[src/design/mode_switch_defines.svh]
// How it works
// - Manual entry: reader off, keyboard/printer line, punch local.
// - Keyboard plus tape: all four units on line.
// - Punched roll: reader/printer line, keyboard/punch local.
// - Dual tape send: printer blinded, keyboard/punch local.
// - Dual tape receive: reader off, punch on line.
// - Both dual tape modes removable at build.
// - Clear, break, disconnect revert to punched roll.
// - Rest in punched roll with no call unless offline.
// - Motor hold: motors run, mode requests ignored.
// - Offline plus answer/call key reverts to roll.
// - Mode change sends and punches nothing.
// - Punch leaves old circuit before joining new.
// - Blinded printer sees steady marking current.
// - Punch held marking while being switched.
// - Printer copies both directions; on-line punch does too.
// - One lamp per mode; operator holds key.
// - Keyboard and reader in series into regenerator.
// - Regenerator retimes reader like keyboard.
// - Non-contention relay on reader send or keystroke.
// - Offline loops sending path into printer.
`ifndef MODE_SWITCH_DEFINES_SVH
`define MODE_SWITCH_DEFINES_SVH

`define CTRL_OFFSET       12'h000
`define STATUS_OFFSET     12'h004
`define CTRL_REQ_LSB      0
`define CTRL_CLEAR_BIT    8
`define CTRL_LOCKOUT_BIT  16
`define CTRL_RESET        32'h0000_0000
`define SWITCH_CYCLES     8'h10
`define PIN_COUNT         21
`define PIN_MODE_KEYS     0
`define PIN_CLEAR         5
`define PIN_BREAK         6
`define PIN_DISCONNECT    7
`define PIN_MOTOR_HOLD    8
`define PIN_OFFLINE       9
`define PIN_ANSWER        10
`define PIN_CALL_PLACING  11
`define PIN_CALL_ACTIVE   12
`define PIN_KBD_DATA      13
`define PIN_KBD_STROBE    14
`define PIN_KEYSTROKE     15
`define PIN_READER_DATA   16
`define PIN_READER_STROBE 17
`define PIN_READER_ACTIVE 18
`define PIN_ANSWERBACK    19
`define PIN_LINE_RX       20

`endif

[src/design/mode_switch_pkg.sv]
package mode_switch_pkg;

  typedef enum logic [4:0] {
    MODE_MANUAL   = 5'h01,
    MODE_KBD_TAPE = 5'h02,
    MODE_ROLL     = 5'h04,
    MODE_TT_SEND  = 5'h08,
    MODE_TT_RECV  = 5'h10
  } mode_type;

  typedef enum logic [1:0] {
    SW_IDLE  = 2'h1,
    SW_BREAK = 2'h2
  } switch_type;

endpackage

[src/design/regen_if.sv]
`timescale 1ns/1ps
interface regen_if;
  logic level;
  logic strobe;
  logic out;
  modport source (output level, output strobe, input out);
  modport regen  (input level, input strobe, output out);
endinterface

[src/design/teleprinter_mode_switch.sv]
// Local design decisions: the register addresses and the APB slave port.
`timescale 1ns/1ps
`include "mode_switch_defines.svh"
module teleprinter_mode_switch
  import mode_switch_pkg::*;
#(
  parameter bit DUAL_TAPE_EN = 1'b1
) (
  input  wire logic        mclk,
  input  wire logic        reset_n,
  input  wire logic        psel,
  input  wire logic        penable,
  input  wire logic        pwrite,
  input  wire logic [31:0] paddr,
  input  wire logic [31:0] pwdata,
  output logic      [31:0] prdata,
  output logic             pready,
  output logic             pslverr,
  input  wire logic [4:0]  mode_keys,
  input  wire logic        clear_key,
  input  wire logic        break_key,
  input  wire logic        disconnect_sent,
  input  wire logic        motor_hold_key,
  input  wire logic        offline_key,
  input  wire logic        answer_key,
  input  wire logic        call_placing_key,
  input  wire logic        call_active,
  input  wire logic        keyboard_data,
  input  wire logic        keyboard_strobe,
  input  wire logic        keyboard_keystroke,
  input  wire logic        reader_data,
  input  wire logic        reader_strobe,
  input  wire logic        reader_active,
  input  wire logic        answerback_data,
  input  wire logic        line_rx,
  output logic             line_tx,
  output logic             reader_enable,
  output logic             reader_on_line,
  output logic             keyboard_on_line,
  output logic             punch_on_line,
  output logic             punch_on_local,
  output logic             punch_rx,
  output logic             printer_blind,
  output logic             printer_rx,
  output logic             non_contention_relay,
  output logic             motor_run,
  output logic [4:0]       mode_lamps,
  output logic             motor_hold_lamp
);

  localparam logic [4:0] MODE_MASK = DUAL_TAPE_EN ? 5'h1F : 5'h07;

  logic [`PIN_COUNT-1:0] pin_vec;
  logic [`PIN_COUNT-1:0] pin_s;
  logic [4:0]            keys_s;
  logic                  motor_hold_s;
  logic                  offline_s;
  regen_if               regen_bus ();

  assign pin_vec = {line_rx, answerback_data, reader_active, reader_strobe, reader_data,
                    keyboard_keystroke, keyboard_strobe, keyboard_data, call_active,
                    call_placing_key, answer_key, offline_key, motor_hold_key,
                    disconnect_sent, break_key, clear_key, mode_keys};

  pin_sync u_sync (
    .mclk     (mclk),
    .reset_n  (reset_n),
    .pins_in  (pin_vec),
    .pins_out (pin_s)
  );

  assign keys_s       = pin_s[`PIN_MODE_KEYS +: 5];
  assign motor_hold_s = pin_s[`PIN_MOTOR_HOLD];
  assign offline_s    = pin_s[`PIN_OFFLINE];

  // Register bus state.
  logic        pready_q;
  logic        pready_d;
  logic        pslverr_q;
  logic        pslverr_d;
  logic [31:0] prdata_q;
  logic [31:0] prdata_d;
  logic [4:0]  sw_req_q;
  logic [4:0]  sw_req_d;
  logic        sw_clear_q;
  logic        sw_clear_d;
  logic        lockout_q;
  logic        lockout_d;

  // Mode state.
  mode_type    mode_q;
  mode_type    mode_d;
  mode_type    target_q;
  mode_type    target_d;
  switch_type  sw_q;
  switch_type  sw_d;
  logic [7:0]  cnt_q;
  logic [7:0]  cnt_d;
  logic [4:0]  req_vec;
  logic [4:0]  req_one;
  logic        revert;
  logic        accept;
  logic        switching;

  always_comb begin
    req_vec = (lockout_q ? 5'h00 : keys_s) | sw_req_q;
    req_vec = req_vec & MODE_MASK;
    req_one = req_vec & (5'((~req_vec) + 5'h01));
    revert  = pin_s[`PIN_CLEAR] | pin_s[`PIN_BREAK] | pin_s[`PIN_DISCONNECT] | sw_clear_q;
    revert  = revert | (offline_s & (pin_s[`PIN_ANSWER] | pin_s[`PIN_CALL_PLACING]));
    revert  = revert | (!pin_s[`PIN_CALL_ACTIVE] & !offline_s);
    // The lamp feedback tells the operator when a held key has been taken.
    accept  = (req_one != 5'h00) && !motor_hold_s && !revert && (mode_type'(req_one) != target_q);
    mode_d   = mode_q;
    target_d = target_q;
    sw_d     = sw_q;
    cnt_d    = cnt_q;
    if (revert && target_q != MODE_ROLL) begin
      target_d = MODE_ROLL;
      sw_d     = SW_BREAK;
      cnt_d    = `SWITCH_CYCLES;
    end else if (accept) begin
      target_d = mode_type'(req_one);
      sw_d     = SW_BREAK;
      cnt_d    = `SWITCH_CYCLES;
    end else begin
      case (sw_q)
        SW_IDLE: begin
          sw_d = SW_IDLE;
        end
        SW_BREAK: begin
          // The punch stays isolated for the whole count before the new mode is made.
          if (cnt_q == 8'h00) begin
            mode_d = target_q;
            sw_d   = SW_IDLE;
          end else begin
            cnt_d = cnt_q - 8'h01;
          end
        end
        default: begin
          sw_d = SW_IDLE;
        end
      endcase
    end
  end

  always_ff @(posedge mclk or negedge reset_n) begin
    if (!reset_n) begin
      mode_q   <= MODE_ROLL;
      target_q <= MODE_ROLL;
      sw_q     <= SW_IDLE;
      cnt_q    <= 8'h00;
    end else begin
      mode_q   <= mode_d;
      target_q <= target_d;
      sw_q     <= sw_d;
      cnt_q    <= cnt_d;
    end
  end

  assign switching = (sw_q == SW_BREAK);

  // Routing and signal paths.
  logic is_manual;
  logic is_kt;
  logic is_roll;
  logic is_tts;
  logic is_ttr;
  logic kbd_line;
  logic rdr_line;
  logic tx_src;
  logic loop_sig;
  logic line_tx_q;
  logic line_tx_d;
  logic reader_enable_q;
  logic reader_enable_d;
  logic reader_on_line_q;
  logic reader_on_line_d;
  logic kbd_on_line_q;
  logic kbd_on_line_d;
  logic punch_line_q;
  logic punch_line_d;
  logic punch_local_q;
  logic punch_local_d;
  logic punch_rx_q;
  logic punch_rx_d;
  logic blind_q;
  logic blind_d;
  logic printer_rx_q;
  logic printer_rx_d;
  logic nct_q;
  logic nct_d;
  logic motor_q;
  logic motor_d;
  logic [4:0] lamps_q;
  logic [4:0] lamps_d;
  logic hold_lamp_q;
  logic hold_lamp_d;

  assign is_manual = (mode_q == MODE_MANUAL);
  assign is_kt     = (mode_q == MODE_KBD_TAPE);
  assign is_roll   = (mode_q == MODE_ROLL);
  assign is_tts    = (mode_q == MODE_TT_SEND);
  assign is_ttr    = (mode_q == MODE_TT_RECV);
  assign kbd_line  = is_manual | is_kt;
  assign rdr_line  = is_kt | is_roll | is_tts;

  // Both generators sit in series ahead of the regenerator; a unit off the line idles at mark.
  assign regen_bus.level  = (kbd_line ? pin_s[`PIN_KBD_DATA] : 1'b1) &
                            (rdr_line ? pin_s[`PIN_READER_DATA] : 1'b1);
  assign regen_bus.strobe = (kbd_line & pin_s[`PIN_KBD_STROBE]) |
                            (rdr_line & pin_s[`PIN_READER_STROBE]);

  regenerator u_regen (
    .mclk    (mclk),
    .reset_n (reset_n),
    .port    (regen_bus)
  );

  assign tx_src   = regen_bus.out & pin_s[`PIN_ANSWERBACK];
  // Online, the loop current carries both sent and received traffic.
  assign loop_sig = offline_s ? tx_src : (pin_s[`PIN_LINE_RX] & line_tx_q);

  always_comb begin
    line_tx_d        = (switching | offline_s) ? 1'b1 : tx_src;
    reader_enable_d  = !(is_manual | is_ttr);
    reader_on_line_d = rdr_line;
    kbd_on_line_d    = kbd_line;
    punch_line_d     = !switching & (is_kt | is_ttr);
    punch_local_d    = !switching & (is_manual | is_roll | is_tts);
    if (switching) begin
      punch_rx_d = 1'b1;
    end else if (is_kt | is_ttr) begin
      punch_rx_d = loop_sig;
    end else if (is_roll | is_tts) begin
      punch_rx_d = pin_s[`PIN_KBD_DATA];
    end else begin
      punch_rx_d = 1'b1;
    end
    blind_d      = is_tts | is_ttr;
    printer_rx_d = blind_d ? 1'b1 : loop_sig;
    nct_d        = (pin_s[`PIN_READER_ACTIVE] & rdr_line) | pin_s[`PIN_KEYSTROKE];
    motor_d      = pin_s[`PIN_CALL_ACTIVE] | offline_s | motor_hold_s;
    lamps_d      = mode_q;
    hold_lamp_d  = motor_hold_s;
  end

  always_ff @(posedge mclk or negedge reset_n) begin
    if (!reset_n) begin
      // Outputs leave reset already showing punched roll, the mode the state resets into.
      line_tx_q        <= 1'b1;
      reader_enable_q  <= 1'b1;
      reader_on_line_q <= 1'b1;
      kbd_on_line_q    <= 1'b0;
      punch_line_q     <= 1'b0;
      punch_local_q    <= 1'b1;
      punch_rx_q       <= 1'b1;
      blind_q          <= 1'b0;
      printer_rx_q     <= 1'b1;
      nct_q            <= 1'b0;
      motor_q          <= 1'b0;
      lamps_q          <= MODE_ROLL;
      hold_lamp_q      <= 1'b0;
    end else begin
      line_tx_q        <= line_tx_d;
      reader_enable_q  <= reader_enable_d;
      reader_on_line_q <= reader_on_line_d;
      kbd_on_line_q    <= kbd_on_line_d;
      punch_line_q     <= punch_line_d;
      punch_local_q    <= punch_local_d;
      punch_rx_q       <= punch_rx_d;
      blind_q          <= blind_d;
      printer_rx_q     <= printer_rx_d;
      nct_q            <= nct_d;
      motor_q          <= motor_d;
      lamps_q          <= lamps_d;
      hold_lamp_q      <= hold_lamp_d;
    end
  end

  // The slave answers one cycle into the access phase so that every bus output is a flip-flop.
  logic access;
  logic hit_ctrl;
  logic hit_status;

  assign access     = psel & penable & pready_q;
  assign hit_ctrl   = (paddr[11:0] == `CTRL_OFFSET);
  assign hit_status = (paddr[11:0] == `STATUS_OFFSET);

  always_comb begin
    pready_d   = psel & penable & !pready_q;
    pslverr_d  = 1'b0;
    prdata_d   = 32'h0000_0000;
    sw_req_d   = 5'h00;
    sw_clear_d = 1'b0;
    lockout_d  = lockout_q;
    if (psel & penable & !pready_q) begin
      pslverr_d = !(hit_ctrl | hit_status);
      if (!pwrite && hit_ctrl) begin
        prdata_d[`CTRL_LOCKOUT_BIT] = lockout_q;
      end else if (!pwrite && hit_status) begin
        prdata_d = {17'h0_0000, motor_hold_s, offline_s, nct_q, motor_q, switching, target_q, mode_q};
      end
    end
    if (access && pwrite && hit_ctrl) begin
      sw_req_d   = pwdata[`CTRL_REQ_LSB +: 5];
      sw_clear_d = pwdata[`CTRL_CLEAR_BIT];
      lockout_d  = pwdata[`CTRL_LOCKOUT_BIT];
    end
  end

  always_ff @(posedge mclk or negedge reset_n) begin
    if (!reset_n) begin
      pready_q   <= 1'b0;
      pslverr_q  <= 1'b0;
      prdata_q   <= 32'h0000_0000;
      sw_req_q   <= 5'h00;
      sw_clear_q <= 1'b0;
      lockout_q  <= 1'(`CTRL_RESET >> `CTRL_LOCKOUT_BIT);
    end else begin
      pready_q   <= pready_d;
      pslverr_q  <= pslverr_d;
      prdata_q   <= prdata_d;
      sw_req_q   <= sw_req_d;
      sw_clear_q <= sw_clear_d;
      lockout_q  <= lockout_d;
    end
  end

  assign prdata               = prdata_q;
  assign pready               = pready_q;
  assign pslverr              = pslverr_q;
  assign line_tx              = line_tx_q;
  assign reader_enable        = reader_enable_q;
  assign reader_on_line       = reader_on_line_q;
  assign keyboard_on_line     = kbd_on_line_q;
  assign punch_on_line        = punch_line_q;
  assign punch_on_local       = punch_local_q;
  assign punch_rx             = punch_rx_q;
  assign printer_blind        = blind_q;
  assign printer_rx           = printer_rx_q;
  assign non_contention_relay = nct_q;
  assign motor_run            = motor_q;
  assign mode_lamps           = lamps_q;
  assign motor_hold_lamp      = hold_lamp_q;
endmodule

[src/design/pin_sync.sv]
`timescale 1ns/1ps
`include "mode_switch_defines.svh"
module pin_sync (
  input  wire logic                  mclk,
  input  wire logic                  reset_n,
  input  wire logic [`PIN_COUNT-1:0] pins_in,
  output logic      [`PIN_COUNT-1:0] pins_out
);
  genvar i;
  generate
    for (i = 0; i < `PIN_COUNT; i++) begin : g_pin
      logic s1_q;
      logic s2_q;
      logic s3_q;
      logic out_q;
      logic out_d;
      // A change counts only once the second and third stages agree.
      always_comb begin
        out_d = (s2_q == s3_q) ? s3_q : out_q;
      end
      always_ff @(posedge mclk or negedge reset_n) begin
        if (!reset_n) begin
          s1_q  <= 1'b0;
          s2_q  <= 1'b0;
          s3_q  <= 1'b0;
          out_q <= 1'b0;
        end else begin
          s1_q  <= pins_in[i];
          s2_q  <= s1_q;
          s3_q  <= s2_q;
          out_q <= out_d;
        end
      end
      assign pins_out[i] = out_q;
    end
  endgenerate
endmodule

[src/design/regenerator.sv]
`timescale 1ns/1ps
module regenerator (
  input  wire logic mclk,
  input  wire logic reset_n,
  regen_if.regen    port
);
  logic out_q;
  logic out_d;

  // Output changes only at a timing strobe, so contact bounce between strobes never reaches the line.
  always_comb begin
    out_d = port.strobe ? port.level : out_q;
  end

  always_ff @(posedge mclk or negedge reset_n) begin
    if (!reset_n) begin
      out_q <= 1'b1;
    end else begin
      out_q <= out_d;
    end
  end

  assign port.out = out_q;
endmodule

[config.mk]
export PLATFORM = sky130hd
export DESIGN_NAME = teleprinter_mode_switch
export DESIGN_NICKNAME = d
export VERILOG_FILES = /design/src/design/mode_switch_pkg.sv /design/src/design/regen_if.sv /design/src/design/teleprinter_mode_switch.sv /design/src/design/pin_sync.sv /design/src/design/regenerator.sv
export VERILOG_INCLUDE_DIRS = /design/src /design/src/design
export SDC_FILE = /design/constraint.sdc
export NUM_CORES = 1
export LEC_CHECK = 0
export ABC_AREA = 1
export BUFFER_PORTS_ARGS = -buffer_cell sky130_fd_sc_hd__buf_2
export CORE_UTILIZATION = 45
export DETAILED_ROUTE_END_ITERATION = 8
export GPL_ROUTABILITY_DRIVEN = 0
export MAX_ROUTING_LAYER = met4
export PLACE_DENSITY = 0.73
export RECOVER_POWER = 100
export SYNTH_ARGS = -nofsm -noshare
export SYNTH_HDL_FRONTEND = slang
export SYNTH_SLANG_ARGS = --single-unit
[constraint.sdc]
create_clock -name mclk -period 1.8 [get_ports mclk]
set_clock_uncertainty 0.2 [all_clocks]
set_input_delay 0.36 -clock mclk [delete_from_list [all_inputs] [get_ports mclk]]
set_output_delay 0.36 -clock mclk [all_outputs]
set_load 0.01 [all_outputs]
======== Word-level counts from Yosys, hierarchy flattened ========
Index checks and enable logic that the tools add are counted.
W data, S select, Z words.
word-level totals
  output and inout port bits .............. 51
  register bits ........................... 163
  input bits .............................. 90
operators by class
  muxes and demuxes ....................... 27
  reductions and logical operators ........ 24
  bitwise gates (word level) .............. 39
  eq/ne operators ......................... 32
  $add $sub $neg .......................... 2
operator list
  operator               number
  $mux W32               1
  $mux W8                4
  $mux W15               2
  $eq A1 B1 Y1           21
  $or A1 B1 Y1           21
  $mux W5                4
  $mux W16               1
  $and A1 B1 Y1          13
  $eq A12 B3 Y1 const B  1
  $logic_not A12 Y1      1
  $mux W1                11
  $logic_not A1 Y1       9
  $logic_and A1 B1 Y1    8
  $logic_not A8 Y1       1
  $mux W2                4
  $sub A8 B1 Y8 const B  1
  $add A5 B1 Y5 const B  1
  $and A5 B5 Y5          1
  $eq A5 B1 Y1 const B   1
  $eq A5 B2 Y1 const B   1
  $eq A5 B3 Y1 const B   1
  $eq A5 B4 Y1 const B   1
  $eq A5 B5 Y1 const B   1
  $ne A5 B3 Y1 const B   1
  12 further kinds       13

======== Longest topological paths before layout ========
Gate-level depths: netlist of the first run.
  word-level depth ........................ 11
  gate-level depth with buffers ........... 14

======== By module ========
A second synthesis of the first run with hierarchy kept.
second synthesis, totals
  cells, all modules ...................... 507
  area, all modules ....................... 5444.0 um2
modules (own cells, without submodules)
  module                   sequential area each (um2)  area an instance (um2)  cells an instance  times used
  teleprinter_mode_switch  1564.0                      2801.4                  313                1
  pin_sync                 2102.0                      2601.2                  189                1
  regenerator              26.3                        41.3                    5                  1

======== Least setup slack after synthesis of the first run ========
Ideal clock, no wire load.
  kind .................................... reg2reg
  start point ............................. reg cnt_q[0]
  end point ............................... reg mode_q[0] (netlist: lamps_d[0])
  cell stages (with the launch flop) ...... 8
  path buffers ............................ 0
  setup slack ............................. 58 ps
  clock period less this slack ............ 1742 ps
  arrival time ............................ 1424 ps
  path through ............................ dfrtp_1 inv_1 ha_1 nand2_1 nor3_1 nand3_1 nand2_1 nand2_1
between the ends
  longest elaborated chain between the ends .. 2
ends and longest elaborated chain
  item                         line                            source
  start, declared              teleprinter_mode_switch.sv:97   logic [7:0] cnt_q;
  start signal, assigned       teleprinter_mode_switch.sv:157  cnt_q <= cnt_d;
  $logic_not A8 Y1             teleprinter_mode_switch.sv:133  if (cnt_q == 8'h00) begin
  $reduce_and A4 Y1 (no line)  -
  end signal, assigned         teleprinter_mode_switch.sv:154  mode_q <= mode_d;
  end, declared                teleprinter_mode_switch.sv:91   mode_type mode_q;
No other way between the ends.
A chain may end at the register's enable or synchronous reset.

======== Final worst setup path of the first run ========
  start point ............................. reg lockout_q
  end point ............................... reg target_q[0]
between the ends
  longest elaborated chain between the ends .. 10
  elaborated cells between the ends (all ways) .. 13
  classes of those cells .................. add/sub (1); eq/ne (1); mux (3); bitwise (3); reduce/logical (5)
ends and longest elaborated chain
  item                               line                            source
  start, declared                    teleprinter_mode_switch.sv:87   logic lockout_q;
  start signal, assigned             teleprinter_mode_switch.sv:319  lockout_q <= 1'(`CTRL_RESET >> `CTRL_LOCKOUT_BIT);
  start signal, assigned             teleprinter_mode_switch.sv:326  lockout_q <= lockout_d;
  $mux W5 *                          teleprinter_mode_switch.sv:106  req_vec = (lockout_q ? 5'h00 : keys_s) | sw_req_q;
  $or A5 B5 Y5 *                     teleprinter_mode_switch.sv:106
  $not A5 Y5                         teleprinter_mode_switch.sv:108  req_one = req_vec & (5'((~req_vec) + 5'h01));
  $add A5 B1 Y5                      teleprinter_mode_switch.sv:108
  $and A5 B5 Y5 *                    teleprinter_mode_switch.sv:108
  $reduce_bool A5 Y1                 teleprinter_mode_switch.sv:113  accept = (req_one != 5'h00) && !motor_hold_s && !revert && (mode_type'(req_one) != target_q);
  $logic_and A1 B1 Y1 (3 in series)  teleprinter_mode_switch.sv:113
  $reduce_bool A2 Y1 (no line)       -
  end signal, assigned               teleprinter_mode_switch.sv:155  target_q <= target_d;
  end, declared                      teleprinter_mode_switch.sv:93   mode_type target_q;
Mark *: on every way between the ends. The rest lies on a longest branch, timed or not. The select of a mux whose other input is x is not followed.

==> run_results.csv, run 1 <==
group,metric,value,unit
status,status,"finished with violations",
status,violations,"negative setup slack",
grt,grt_pass1_wl,16200,um
final_layout,multi_input_area,1400,um^2
sta,fin_tns_setup,-2.72,ns
yosys,synthFlopType,"dfrtp_1",
worst_setup_path,crit_fanout,6,
sta,worst_slack,-0.190,ns
final_layout,n_antenna_cell,0,
yosys,yosysSeqAreaShare,0.714,
clock_tree,clock_latency,0.41,ns
final_layout,syn2layout_area_growth,36.1,%
clock_tree,clockBufferDepth,2,
sta,period_share,1.11,
placement,io_buffers,79,
route,dr_total_vias,3536,
yosys,ys_seq_elements,147,
worst_hold_path,hold_class,"in -> reg",
pwr,power.total,8190,uW
pwr,ir_worst_vdd,0.618,mV
pwr,p_leak,0.00336,uW
clock_tree,cts_sinks,147,
route,routed_via_density,4.75,
sta,grt_setup_unrepaired,"yes",
yosys,syn_area_per_cell,12.2,um^2
grt,grt_use_total,0.187,
floorplan,num_rows,38,
final_layout,final_common_cell,"dfrtp_1",
worst_setup_path,startpoint_type,"flip-flop",
grt,grt_max_degree,47,
worst_setup_path,crit_arrival,2.09,ns
floorplan,die_area,11900,um^2
clock_tree,cts.clk_slew.worst_paths,0.06,ns
route,wl_per_cell,14.0,um
route,dr.pass1.iters,5,
yosys,netlist.area_leader.share,0.658,
route,drt-total-wl,10400,um
placement,dp_hpwl,6310,um
sta,worst_slew_margin_rel,0.275,
worst_setup_path,endpoint_kind,"flip-flop",
route,drt_iter0_markers,230,
sta,worstMarginPinSlew,1.09,ns
yosys,post-synth-top-area-cell,"dfrtp_1",
sta,clock.fmax,503,MHz
final_layout,layout_common_cells,"dfrtp_1, nand2_1, nor2_1",
yosys,synth_area,5170,um^2
floorplan,start_util,0.469,
final_layout,nNetsFinal,682,
floorplan,io_pins,141,
worst_setup_path,cp.required,1.90,ns
grt,grt_antenna_before_repair,0,
sta,setup_viol,29,
clock_tree,cts-htree-levels,4,
clock_tree,cts_tree,"built",
clock_tree,numCtsBuffers,17,
final_layout,drive_gt1_frac,0.291,
grt,first_global_vias,3573,
floorplan,coreArea,11000,um^2
floorplan,die-width,109,um
grt,grt_overflow,0,
run,drv_cap,0,
clock_tree,clockRootBuffer,"clkbuf_16",
route,drc,0,
final_layout,regArea,3690,um^2
route,ant_nets,0,
worst_setup_path,r2r_slack,-0.19,ns
yosys,synth_area_leaders,"dfrtp_1, dfstp_2, maj3_1",
yosys,synth-edff-count,0,
floorplan,die_h,109,um
pwr,power.density,1160,nW/um^2
sta,finalHoldViolations,0,
yosys,synth-async-reset-ratio,1.00,
yosys,synth_warnings,0,
yosys,synth_cells,424,
final_layout,nFillCells,786,
worst_setup_path,path_class,"reg -> reg",
yosys,synth.distinct_cells,41,
sta,drv_slew,0,
sta,timing.final.crit_period,1.99,ns
## worst max-delay path, cell delays in order (launching register included)
cell     delay [ns]
dfrtp_1        0.39
inv_4          0.08
nand2_4        0.07
nand2_4        0.08
nor2_8         0.17
nand2_2        0.07
nand2_1        0.07
nand2_1        0.05
nor2_1         0.14
nand3_2        0.11
nand2_4        0.11
buf_6          0.14
inv_4          0.05
nor2_4         0.09
nor2_2         0.05
## metrics by stage
stage | std cells | setup WS (ns) | instance area (um^2) | hold slack, ns | util
floorplan | 439 | 0.0583 | 5230 | -0.136 | -
global placement | 672 | -0.0478 | 5960 | 0.124 | 0.540
detailed placement | 672 | -0.0883 | 5960 | 0.130 | 0.540
CTS | 740 | -0.102 | 6950 | 0.0237 | 0.630
global route | 744 | -0.275 | 7040 | 0.0329 | 0.638
finish | 744 | -0.190 | 7040 | 0.0346 | 0.638
## power by group
part | internal, uW | leakage [uW] | switching [uW]
registers | 3640 | 0.00179 | 213
logic | 459 | 0.00130 | 521
clock network | 2050 | 0.000264 | 1310
total | 6150 | 0.00336 | 2040
## routing by layer
metal  vias up  track usage  part of all wire
li1       1660            -                 -
met1      1750        0.222              0.41
met2       100        0.298              0.52
met3        26       0.0550             0.040
met4         0       0.0838             0.023
met5         -            -                 0
## flip-flops by register name (all words and copies together), names as in the netlist, 8 cells and up
signal,flops
cnt_q,8
prdata,16
u_sync.g_pin.out_q,21
u_sync.g_pin.s1_q,21
u_sync.g_pin.s2_q,21
u_sync.g_pin.s3_q,21
## synthesized netlist by cell type, types with 2 or more instances
library cell	number
xor2_1	3
nor4_1	5
a21o_1	2
maj3_1	21
nand2_4	2
nor3_1	5
a21oi_1	5
dfstp_2	11
nor2_2	2
buf_4	16
nand2_1	54
nand3_1	14
a21oi_2	2
nand2_2	6
a31oi_1	2
nand4_1	11
inv_1	45
dfrtp_1	136
buf_6	2
xnor2_1	2
o21ai_0	3
nor2_1	56
## worst paths after layout
check                                           from                    to  cells after the start
worst min-delay path                      pwdata[16]             lockout_q                      3
worst max-delay path                       lockout_q           target_q[0]                     14
worst max register to register             lockout_q           target_q[0]                     14
worst min register to register  u_sync.g_pin[5].s1_q  u_sync.g_pin[5].s2_q                      0
min in group asynchronous                    reset_n  u_sync.g_pin[4].s1_q                      2
max in group asynchronous                    reset_n               line_tx                      3
## cell families (layout without fill, tap and decap cells)
group / after synthesis / count (layout) / synth area share
AO/OA/AOI/OAI: 19 / 19 / 0.0237
other: 1 / 16 / 0.000725
adder cells (fa/ha/maj): 22 / 22 / 0.0430
buffers and inverters: 67 / 232 / 0.0634
AND/OR/NAND/NOR: 163 / 163 / 0.147
XOR/XNOR: 5 / 5 / 0.00847
flip-flops: 147 / 147 / 0.714
## layout make-up
type	instances	share of cell area
clock buffers	21	0.0626
clock inverters	11	0.0185
inverters	47	0.0258
multi-input cells	225	0.199
flip-flops and latches	147	0.525
well taps	140	0.0249
repair buffers	153	0.145
## what timing repair did
action	CTS	global route
endpoints found under the hold margin	67	0
gates resized for setup	23	36
endpoints found under the setup margin	20	28
setup buffers	7	4
pin swaps	16	19
hold buffers	29	0
Power figures use the tool's default switching activity.
==> inputs of run 2 (changes only) <==
Settings changed: CTS_CLUSTER_SIZE set to 10, REMOVE_ABC_BUFFERS set to 1.
==> run 2 against run 1 <==
First-iteration DRC count is 30% lower. Sequential power is 1% lower. Global-route usage is 1.1 points higher. Maximum frequency is 2.2% higher. Flip-flop and latch count stayed put. The flow still finishes with violations (negative setup slack). Wire length is 3.6% lower. Via count is 1.7% lower. Clock power is 16% higher. Largest cell class unchanged. Sequential share of layout area is 0.065 points higher. Critical path depth is 6 lower. Final cell count is 0.67% higher. Combinational power is 16% lower.
==> run_results.csv, run 2 (synthesis gave the netlist of run 1 again) <==
group,metric,value,unit
pwr,seqPwrFrac,0.446,
grt,first_global_vias,3734,
clock_tree,clockRootBuffer,"clkbuf_16",
floorplan,die_area,11900,um^2
pwr,clkPwrFrac,0.457,
clock_tree,cts.clk_slew.worst_paths,0.06,ns
sta,drv_slew,0,
clock_tree,cts-htree-levels,4,
clock_tree,numCtsBuffers,17,
sta,worst_slew_margin_rel,0.291,
run,drv_cap,0,
grt,grt_antenna_before_repair,0,
final_layout,drive_gt1_frac,0.271,
pwr,p_leak,0.00340,uW
worst_setup_path,critPathMaxStageDelay,0.37,ns
sta,timing.final.crit_period,1.95,ns
worst_setup_path,crit_arrival,2.10,ns
status,status,"finished with violations",
route,drt_iter0_markers,160,
sta,worst_slack,-0.147,ns
worst_setup_path,startpoint_type,"flip-flop",
worst_setup_path,critPathTopFamily,"simple AND/OR/NAND/NOR gates",
worst_setup_path,cp.required,1.95,ns
sta,grt_setup_unrepaired,"yes",
route,ant_nets,0,
floorplan,num_rows,38,
clock_tree,cts_sinks,147,
final_layout,nFillCells,861,
grt,grt_overflow,0,
placement,dp_hpwl,6240,um
clock_tree,clock_latency,0.42,ns
grt,grt_max_degree,43,
placement,dp_cells,678,
worst_setup_path,critPathBufInv,3,
floorplan,die-width,109,um
placement,dp_slack,-0.130,ns
final_layout,n_antenna_cell,0,
pwr,internal_power,6550,uW
clock_tree,clockBufferDepth,2,
final_layout,layout_common_cells,"dfrtp_1, nand2_1, nor2_1",
worst_hold_path,hold_class,"in -> reg",
final_layout,nNetsFinal,687,
grt,grt_use_total,0.198,
floorplan,io_pins,141,
sta,finalHoldViolations,0,
status,violations,"negative setup slack",
route,wl_per_cell,13.4,um
sta,clock.fmax,514,MHz
placement,placed_area,5980,um^2
floorplan,coreArea,11000,um^2
worst_setup_path,crit_chain,"inv_1, ha_1, nand2_1, buf_4, nor3_1, buf_4, nand4_1, nand2_1",
placement,io_buffers,79,
sta,period_share,1.08,
sta,setup_viol,19,
route,routed_via_density,4.64,
final_layout,regArea,3690,um^2
worst_setup_path,endpoint_kind,"flip-flop",
sta,worstMarginPinSlew,1.06,ns
pwr,ir_worst_vdd,0.778,mV
final_layout,multi_input_area,1290,um^2
pwr,comb_power_share,0.097,
floorplan,start_util,0.469,
route,dr.pass1.iters,4,
route,dr_total_vias,3477,
route,drt-total-wl,10100,um
pwr,switchingPower,2000,uW
clock_tree,cts_tree,"built",
final_layout,syn2layout_area_growth,35.9,%
worst_setup_path,slowest_stage,"dfrtp_1",
worst_setup_path,crit_fanout,5,
worst_setup_path,path_class,"reg -> reg",
pwr,sw_frac_of_total,0.234,
final_layout,final_common_cell,"dfrtp_1",
grt,grt_pass1_wl,16900,um
route,drc,0,
pwr,power.density,1220,nW/um^2
floorplan,die_h,109,um
final_layout,instances_no_fill,749,
final_layout,final_area,7030,um^2
==> run 2: changes by cell type in the layout (fill, tap and decap cells not counted), moves of 3 or more <==
cell        before  now
clkbuf_4         4   11
bufinv_16        2    5
nand2_1         48   53
nor2_4           5    2
nand2_4          8    4
clkinvlp_4       4    1
nor2_1          46   50
==> run 2: cell type report <==
class / instances / share of cell area
inverters: 47 / 0.0256
clock inverters: 13 / 0.0315
multi-input cells: 225 / 0.183
flip-flops and latches: 147 / 0.525
repair buffers: 158 / 0.147
clock buffers: 19 / 0.0630
well taps: 140 / 0.0249
==> run 2: timing repair <==
| action | in CTS | in global routing |
|---|---|---|
| hold buffers | 29 | 0 |
| setup endpoints to repair | 19 | 22 |
| endpoints found under the hold margin | 74 | 0 |
| pin swaps | 14 | 10 |
| resized for setup | 16 | 14 |
| setup buffers | 7 | 3 |
==> run 2: layer usage <==
layer / GRT usage / part of all wire / wire, um
met1: 0.215 / 0.40 / 4010
met3: 0.0484 / 0.043 / 433
met2: 0.332 / 0.53 / 5300
met4: 0.113 / 0.033 / 330
met5: - / 0 / 0
==> run 2: metrics by stage <==
stage,TNS (ns),total power [uW],util,hold WS (ns)
finish,-2.13,8550,0.637,0.0126
global route,-6.58,8920,0.637,0.0211
CTS,-1.26,8580,0.638,0.00106
detailed placement,-2.47,4600,0.542,0.101
global placement,-0.954,4540,0.542,0.0911
floorplan,-0.0262,4240,-,-0.136
==> run 2: power groups by stage <==
stage | combinational [uW] | clock, uW | sequential, uW
floorplan | 370 | 0 | 3870
global placement | 688 | 0 | 3860
detailed placement | 725 | 0 | 3870
CTS | 786 | 3980 | 3820
global route | 947 | 4120 | 3850
finish | 827 | 3910 | 3810
==> run 2: path summary, 6_finish.rpt <==
| kind | startpoint | end | slack (ns) | cells past startpoint |
|---|---|---|---|---|
| max in group asynchronous | reset_n | mode_lamps[2] | 0.07 | 3 |
| min | pwdata[16] | lockout_q | 0.01 | 3 |
| max reg2reg | cnt_q[0] | lamps_d[1] | -0.15 | 8 |
| min reg2reg | u_sync.g_pin[4].s1_q | u_sync.g_pin[4].s2_q | 0.15 | 0 |
| min in group asynchronous | reset_n | u_sync.g_pin[15].s1_q | 0.48 | 2 |
| max | cnt_q[0] | lamps_d[1] | -0.15 | 8 |
==> run 2: worst min-delay path, delay by kind of cell <==
kind	cells	cell delay (ns)
compound gates	1	0.11
buf+inv	1	0.08
simple gates	1	0.04
